<file path="config.mk">
export PLATFORM = sky130hd
export DESIGN_NAME = pcf_perf_flags
export DESIGN_NICKNAME = d
export VERILOG_FILES = /design/src/pkg/pcf_pkg.sv /design/src/design/pcf_sticky_bank.sv /design/src/design/pcf_perf_flags.sv
export SDC_FILE = /design/constraint.sdc
export NUM_CORES = 1
export LEC_CHECK = 0
export BUFFER_PORTS_ARGS = -buffer_cell sky130_fd_sc_hd__buf_2
export CAP_MARGIN = 25
export CELL_PAD_IN_SITES_DETAIL_PLACEMENT = 0
export CELL_PAD_IN_SITES_GLOBAL_PLACEMENT = 1
export CORE_ASPECT_RATIO = 1.25
export CORE_MARGIN = 3
export CORE_UTILIZATION = 31
export CTS_BUF_LIST = sky130_fd_sc_hd__clkbuf_4 sky130_fd_sc_hd__clkbuf_8
export DETAILED_ROUTE_END_ITERATION = 8
export GPL_TIMING_DRIVEN = 0
export PLACE_DENSITY_LB_ADDON = 0.15
export SYNTH_ARGS = -nofsm -noshare
export SYNTH_HDL_FRONTEND = slang
export SYNTH_SLANG_ARGS = --single-unit
</file>
<file path="constraint.sdc">
create_clock -name CLOCK -period 3.2 [get_ports CLOCK]
set_input_delay 0.16 -clock CLOCK [delete_from_list [all_inputs] [get_ports CLOCK]]
set_output_delay 0.16 -clock CLOCK [all_outputs]
set_load 0.01 [all_outputs]
</file>
<file path="src/pkg/pcf_pkg.sv">
package pcf_pkg;

  localparam int unsigned NUM_EVT = 4;
  localparam int unsigned NUM_CNT = 5;
  // internal vectors: index 4 is the cycle counter, 3:0 the event counters
  localparam int unsigned CYC_IDX = 4;
  localparam int unsigned REG_CYC_BIT = 31;
  localparam int unsigned REG_EVT_MSB = 3;

  localparam logic [3:0] CRN_MONITOR = 4'h9;
  localparam logic [3:0] CRM_MONITOR = 4'hc;
  localparam logic [2:0] OPC1_MONITOR = 3'h0;
  localparam logic [2:0] SEL_ENABLE_SET = 3'h1;
  localparam logic [2:0] SEL_ENABLE_CLEAR = 3'h2;
  localparam logic [2:0] SEL_OVERFLOW = 3'h3;
  localparam logic [2:0] SEL_SW_INCREMENT = 3'h4;

  localparam logic [7:0] EVT_SW_INCREMENT = 8'h00;
  localparam logic [31:0] READ_ZERO = 32'h0000_0000;
  localparam logic [NUM_CNT-1:0] ENABLE_RESET = 5'h00;
  localparam logic [NUM_CNT-1:0] FLAG_RESET = 5'h00;

  typedef logic [NUM_EVT-1:0][7:0] pcf_evt_code_t;

  typedef enum logic [1:0] {
    ST_IDLE = 2'b01,
    ST_ANSWER = 2'b10
  } pcf_state_e;

  typedef struct packed {
    logic valid;
    logic write;
    logic priv;
    logic [2:0] opc1;
    logic [3:0] crn;
    logic [3:0] crm;
    logic [2:0] opc2;
    logic [31:0] wdata;
  } pcf_cp_req_s;

  typedef struct packed {
    logic done;
    logic undef;
    logic [31:0] rdata;
  } pcf_cp_rsp_s;

endpackage

</file>
<file path="src/design/pcf_sticky_bank.sv">
`timescale 1ns/1ps
module pcf_sticky_bank
  import pcf_pkg::*;
#(
  parameter int unsigned WIDTH = NUM_CNT,
  parameter logic [WIDTH-1:0] INIT = '0
) (
  input wire logic clk,
  input wire logic rst,
  input wire logic [WIDTH-1:0] set_vec,
  input wire logic [WIDTH-1:0] clr_vec,
  output logic [WIDTH-1:0] q
);

  genvar i;
  generate
    for (i = 0; i < WIDTH; i++) begin : g_bit
      // set beats clear so an event in the clearing cycle is kept
      always_ff @(posedge clk or posedge rst) begin
        if (rst) begin
          q[i] <= INIT[i];
        end else if (set_vec[i]) begin
          q[i] <= 1'b1;
        end else if (clr_vec[i]) begin
          q[i] <= 1'b0;
        end
      end
    end
  endgenerate

endmodule

</file>
<file path="src/design/pcf_perf_flags.sv">
`timescale 1ns/1ps
module pcf_perf_flags
  import pcf_pkg::*;
(
  input wire logic CLOCK,
  input wire logic SYS_RST,
  input wire pcf_cp_req_s CP_REQ,
  output logic CP_READY,
  output pcf_cp_rsp_s CP_RSP,
  input wire logic USER_ACCESS_EN,
  input wire logic GLOBAL_EN,
  input wire pcf_evt_code_t EVENT_CODE,
  input wire logic [NUM_CNT-1:0] OVERFLOW_PULSE,
  output logic [NUM_CNT-1:0] COUNT_ENABLE,
  output logic [NUM_CNT-1:0] ENABLE_STATE,
  output logic [NUM_CNT-1:0] OVERFLOW_FLAGS,
  output logic [NUM_EVT-1:0] SW_INCREMENT_PULSE
);

  pcf_state_e state;
  pcf_state_e next_state;

  logic [NUM_CNT-1:0] enable_state;
  logic [NUM_CNT-1:0] overflow_flag;
  logic [NUM_CNT-1:0] enable_set_vec;
  logic [NUM_CNT-1:0] enable_clr_vec;
  logic [NUM_CNT-1:0] flag_clr_vec;
  logic [NUM_CNT-1:0] wdata_cnt;
  logic [NUM_EVT-1:0] swinc_ok;
  logic [NUM_EVT-1:0] next_swinc;

  logic take;
  logic is_monitor;
  logic hit_set;
  logic hit_clear;
  logic hit_flag;
  logic hit_swinc;
  logic hit_any;
  logic permitted;
  logic do_write;
  logic [31:0] next_rdata;

  // packs a 5-bit internal vector into the register's word layout
  function automatic logic [31:0] to_word(input logic [NUM_CNT-1:0] v);
    logic [31:0] w;
    w = READ_ZERO;
    w[REG_CYC_BIT] = v[CYC_IDX];
    w[REG_EVT_MSB:0] = v[NUM_EVT-1:0];
    return w;
  endfunction

  // unpacks a written word; reserved bits 30:4 are dropped
  function automatic logic [NUM_CNT-1:0] from_word(input logic [31:0] w);
    logic [NUM_CNT-1:0] v;
    v = ENABLE_RESET;
    v[CYC_IDX] = w[REG_CYC_BIT];
    v[NUM_EVT-1:0] = w[REG_EVT_MSB:0];
    return v;
  endfunction

  // one decoder serves both security states, there is no banked copy
  always_comb begin
    is_monitor = (CP_REQ.crn == CRN_MONITOR) && (CP_REQ.crm == CRM_MONITOR) &&
                 (CP_REQ.opc1 == OPC1_MONITOR);
    hit_set = is_monitor && (CP_REQ.opc2 == SEL_ENABLE_SET);
    hit_clear = is_monitor && (CP_REQ.opc2 == SEL_ENABLE_CLEAR);
    hit_flag = is_monitor && (CP_REQ.opc2 == SEL_OVERFLOW);
    hit_swinc = is_monitor && (CP_REQ.opc2 == SEL_SW_INCREMENT);
    hit_any = hit_set || hit_clear || hit_flag || hit_swinc;
  end

  // requests that miss this block are left for other coprocessor logic
  assign CP_READY = (state == ST_IDLE);
  assign take = CP_REQ.valid && CP_READY && hit_any;
  assign permitted = CP_REQ.priv || USER_ACCESS_EN;
  assign do_write = take && CP_REQ.write && permitted;
  assign wdata_cnt = from_word(CP_REQ.wdata);

  always_comb begin
    next_state = state;
    case (state)
      ST_IDLE: begin
        if (take) begin
          next_state = ST_ANSWER;
        end
      end
      ST_ANSWER: begin
        next_state = ST_IDLE;
      end
      default: begin
        next_state = ST_IDLE;
      end
    endcase
  end

  always_ff @(posedge CLOCK or posedge SYS_RST) begin
    if (SYS_RST) begin
      state <= ST_IDLE;
    end else begin
      state <= next_state;
    end
  end

  // enable-set and enable-clear act on one shared state
  always_comb begin
    enable_set_vec = ENABLE_RESET;
    enable_clr_vec = ENABLE_RESET;
    if (do_write && hit_set) begin
      enable_set_vec = wdata_cnt;
    end
    if (do_write && hit_clear) begin
      enable_clr_vec = wdata_cnt;
    end
  end

  pcf_sticky_bank #(
    .WIDTH(NUM_CNT),
    .INIT(ENABLE_RESET)
  ) u_enable (
    .clk(CLOCK),
    .rst(SYS_RST),
    .set_vec(enable_set_vec),
    .clr_vec(enable_clr_vec),
    .q(enable_state)
  );

  // a wrap pulse arriving with a clearing write leaves the flag set
  always_comb begin
    flag_clr_vec = FLAG_RESET;
    if (do_write && hit_flag) begin
      flag_clr_vec = wdata_cnt;
    end
  end

  pcf_sticky_bank #(
    .WIDTH(NUM_CNT),
    .INIT(FLAG_RESET)
  ) u_overflow (
    .clk(CLOCK),
    .rst(SYS_RST),
    .set_vec(OVERFLOW_PULSE),
    .clr_vec(flag_clr_vec),
    .q(overflow_flag)
  );

  // stored enables survive a global stop, only their effect is masked
  always_ff @(posedge CLOCK or posedge SYS_RST) begin
    if (SYS_RST) begin
      COUNT_ENABLE <= ENABLE_RESET;
    end else begin
      COUNT_ENABLE <= GLOBAL_EN ? enable_state : ENABLE_RESET;
    end
  end

  always_ff @(posedge CLOCK or posedge SYS_RST) begin
    if (SYS_RST) begin
      ENABLE_STATE <= ENABLE_RESET;
      OVERFLOW_FLAGS <= FLAG_RESET;
    end else begin
      ENABLE_STATE <= enable_state;
      OVERFLOW_FLAGS <= overflow_flag;
    end
  end

  // a stopped counter takes no software step either
  genvar i;
  generate
    for (i = 0; i < NUM_EVT; i++) begin : g_swinc
      assign swinc_ok[i] = (EVENT_CODE[i] == EVT_SW_INCREMENT) &&
                           GLOBAL_EN && enable_state[i];
    end
  endgenerate

  always_comb begin
    next_swinc = ENABLE_RESET[NUM_EVT-1:0];
    if (do_write && hit_swinc) begin
      next_swinc = CP_REQ.wdata[REG_EVT_MSB:0] & swinc_ok;
    end
  end

  always_ff @(posedge CLOCK or posedge SYS_RST) begin
    if (SYS_RST) begin
      SW_INCREMENT_PULSE <= ENABLE_RESET[NUM_EVT-1:0];
    end else begin
      SW_INCREMENT_PULSE <= next_swinc;
    end
  end

  // read data is sampled at the take edge so it shows pre-write state
  always_comb begin
    next_rdata = READ_ZERO;
    if (!CP_REQ.write && permitted) begin
      if (hit_set || hit_clear) begin
        next_rdata = to_word(enable_state);
      end else if (hit_flag) begin
        next_rdata = to_word(overflow_flag);
      end else if (hit_swinc) begin
        next_rdata = READ_ZERO;
      end
    end
  end

  always_ff @(posedge CLOCK or posedge SYS_RST) begin
    if (SYS_RST) begin
      CP_RSP <= '0;
    end else begin
      CP_RSP.done <= take;
      CP_RSP.undef <= take && !permitted;
      CP_RSP.rdata <= take ? next_rdata : READ_ZERO;
    end
  end

endmodule

</file>
==> flow_summary_export.csv <==
group,metric,value,unit
outcome,status,"finished clean",
drt,wl_per_cell,12.7,µm
drt,postRouteAntennaNets,0,
timing,finalClockSkew,0.00442,ns
power_and_ir_drop,comb_power_share,13.6,%
clock_tree,cts_tree,"built",
timing,fin_crit,1.71,ns
worst_setup_path,r2r_slack,1.49,ns
global_route,grtUsageTotal,13.2,%
finish,final.fill_count,570,
timing,rsz0062_at_grt,"false",
finish,final_area,2560,µm²
logic_synthesis,yosysWarningCount,0,
logic_synthesis,synthTopCellsByCount,"dfrtp_1, buf_4, nor2_1",
clock_tree,cts_root_buf,"clkbuf_8",
logic_synthesis,synth_top_area_cell,"dfrtp_1",
logic_synthesis,async_flop_share,100,%
finish,area_growth,41.0,%
logic_synthesis,syn-cell-area,1820,µm²
power_and_ir_drop,power_density,365,nW/µm²
timing,setup-violations-final,0,
timing,max_freq,0.585,GHz
logic_synthesis,synth-seq-cells,38,
power_and_ir_drop,total_power,0.000936,W
finish,drive_gt1_share,48.3,%
worst_setup_path,cp-end-kind,"flop",
finish,final_nets,375,
logic_synthesis,synthTopCellsByArea,"dfrtp_1, buf_4, mux2_2",
timing,hold_viol_final,0,
drt,vias_per_cell,4.42,
clock_tree,ctsLongestPathBuffers,2,
worst_hold_path,hp-class,"in2async",
power_and_ir_drop,leakagePower,1.35,nW
die,die_width,74.5,µm
timing,slew_headroom,45.4,%
timing,fin_crit_sh,53.5,%
logic_synthesis,synthDistinctLibCells,31,
clock_tree,cts_resized,0,
worst_setup_path,path_max_fanout,10,
worst_setup_path,max_stage_delay,0.52,ns
die,ios,144,
clock_tree,clkSinkCount,38,
clock_tree,cts-htree-levels,2,
die,core_area,5560,µm²
die,die_height,91.6,µm
worst_setup_path,required,3.38,ns
power_and_ir_drop,clockPowerShare,35.1,%
place,place_area,2470,µm²
worst_setup_path,crit_path_top_delay_cell,"dfstp_2",
timing,fin_setup_tns,0,ns
power_and_ir_drop,power_switching,0.000218,W
global_route,grt_start_max_net_pins,21,
place,numPortBuffers,89,
drt,via_count,1548,
power_and_ir_drop,p_sw_share,23.3,%
logic_synthesis,synth_edf_count,0,
drt,drtIter0Drc,35,
global_route,overflow,0,
clock_tree,clkSlewWorstSetupHoldPaths,0.07,ns
die,std_cell_rows,30,
worst_setup_path,crit_chain,"and3b_1, and3b_1, clkbuf_1, nand4_1, a21o_1",
finish,diodes,0,
drt,drc,0,
logic_synthesis,syn_avg_cell_area,11.2,µm²
place,dp_cells,342,
power_and_ir_drop,p_int,0.000718,W
power_and_ir_drop,ir_worst_vdd,0.144,mV
flow_run,max_cap_violations,0,
die,start_util,32.7,%
global_route,antenna_found_initial,0,
logic_synthesis,synth_cells,162,
drt,firstDrtPassIters,4,
worst_setup_path,cp_common_cell,"and3b_1",
finish,layout.cells.non_filler,350,
die,die_area,6820,µm²
clock_tree,cts-buffers-inserted,5,
place,gp_congestion,0.679,
worst_setup_path,rr_worst_depth,5,
drt,routed_wl,4.45,mm
timing,slew_violations,0,
clock_tree,cts_setup_buffers,0,
worst_setup_path,setup.worst_path.class,"reg2reg",
clock_tree,cts_hold_buf,0,
logic_synthesis,synth_flop_cell,"dfrtp_1",
timing,hold_slack,0.0287,ns
logic_synthesis,synth-seq-area-share,52.4,%
worst_setup_path,start_kind,"flop",
power_and_ir_drop,power_frac_seq,51.3,%
logic_synthesis,yosysMostFrequentCell,"dfrtp_1",
global_route,grt_pass1_vias,1546,
clock_tree,insertion_delay,0.28,ns
timing,tightestPinTransition,0.818,ns
global_route,grt_pass1_wl,6.97,mm
worst_setup_path,crit_arrival,1.89,ns
logic_synthesis,yosys.area.top_type_share,51.0,%
place,hpwl,3.68,mm
[registers in the layout (all words and copies together) (netlist names)]
| name | flops |
|---|---|
| CP_RSP | 7 |
| COUNT_ENABLE | 5 |
| ENABLE_STATE | 5 |
| OVERFLOW_FLAGS | 5 |
| u_enable.q | 5 |
| u_overflow.q | 5 |
| SW_INCREMENT_PULSE | 4 |
| state | 2 |
[critical path, delay by kind of cell, from the launching register on]
family	cells	cell delay (ns)
AO/OA/AOI/OAI	1	0.20
buffers and inverters	1	0.35
AND/OR/NAND/NOR	3	0.53
flip-flops	1	0.52
[path summary, 6_finish.rpt]
path,from,endpoint
min in group CLOCK,CP_REQ[46],CP_RSP[32]
worst max register to register,state[0],u_overflow.q[2]
worst max-delay path,state[0],u_overflow.q[2]
max in group asynchronous,SYS_RST,CP_RSP[1]
worst min register to register,u_overflow.q[1],OVERFLOW_FLAGS[1]
worst min-delay path,SYS_RST,u_overflow.q[0]
[placed cells by master, fill, tap and decap left out, drive strengths merged, types with 3 or more instances in the layout]
| cell type | netlist | final |
|---|---|---|
| nor4 | 6 | 6 |
| a21oi | 5 | 5 |
| o41ai | 5 | 5 |
| and2 | 6 | 6 |
| buf | 29 | 119 |
| a21o | 5 | 5 |
| nand3 | 3 | 3 |
| nand4b | 4 | 4 |
| clkbuf | 3 | 9 |
| mux2 | 5 | 5 |
| dfrtp | 37 | 37 |
| nand4 | 6 | 6 |
| a41oi | 5 | 5 |
| nor2 | 13 | 13 |
| conb | 1 | 27 |
| inv | 7 | 7 |
| a22oi | 5 | 5 |
[power groups by stage]
stage | combinational (W) | clock [W] | sequential, W
global route | 0.000141 | 0.000357 | 0.000480
finish | 0.000127 | 0.000329 | 0.000480
detailed placement | 0.000127 | 0 | 0.000489
floorplan | 0.0000716 | 0 | 0.000489
CTS | 0.000127 | 0.000341 | 0.000480
global placement | 0.000121 | 0 | 0.000489
[cells by family (layout without fill, tap and decap cells)]
logic type / after synthesis / count (layout) / share of synthesized area [%]
multiplexers: 5 / 5 / 3.10
flip-flops: 38 / 38 / 52.4
AO/OA/AOI/OAI: 26 / 26 / 10.6
buffers and inverters: 39 / 137 / 13.8
other: 1 / 27 / 0.206
AND/OR/NAND/NOR: 53 / 53 / 19.9
[per-layer routing]
layer,track usage (%),up-vias,share of wire [%]
li1,-,779,-
met1,13.9,703,37
met2,24.6,62,55
met3,2.66,4,5.8
met4,4.90,0,1.3
met5,0,-,0
[layout make-up]
| class | count | area (µm²) | area share, % |
|---|---|---|---|
| Multi-Input combinational cell | 111 | 712 | 27.8 |
| Buffer | 32 | 224 | 8.74 |
| Timing Repair Buffer | 90 | 473 | 18.5 |
| Clock inverter | 2 | 12.5 | 0.488 |
| Inverter | 7 | 26.3 | 1.03 |
| Clock buffer | 6 | 82.6 | 3.22 |
| Tap cell | 64 | 80.1 | 3.12 |
| Sequential cell | 38 | 952 | 37.2 |
[stage by stage]
step                      setup WS (ns)  utilization [%]
after floorplan                    1.71                -
after global placement             1.47             43.9
after detailed placement           1.46             44.4
after CTS                          1.45             46.1
after global routing               1.34             46.1
final                              1.49             46.1
No activity file was read; power rests on OpenSTA's default activity.
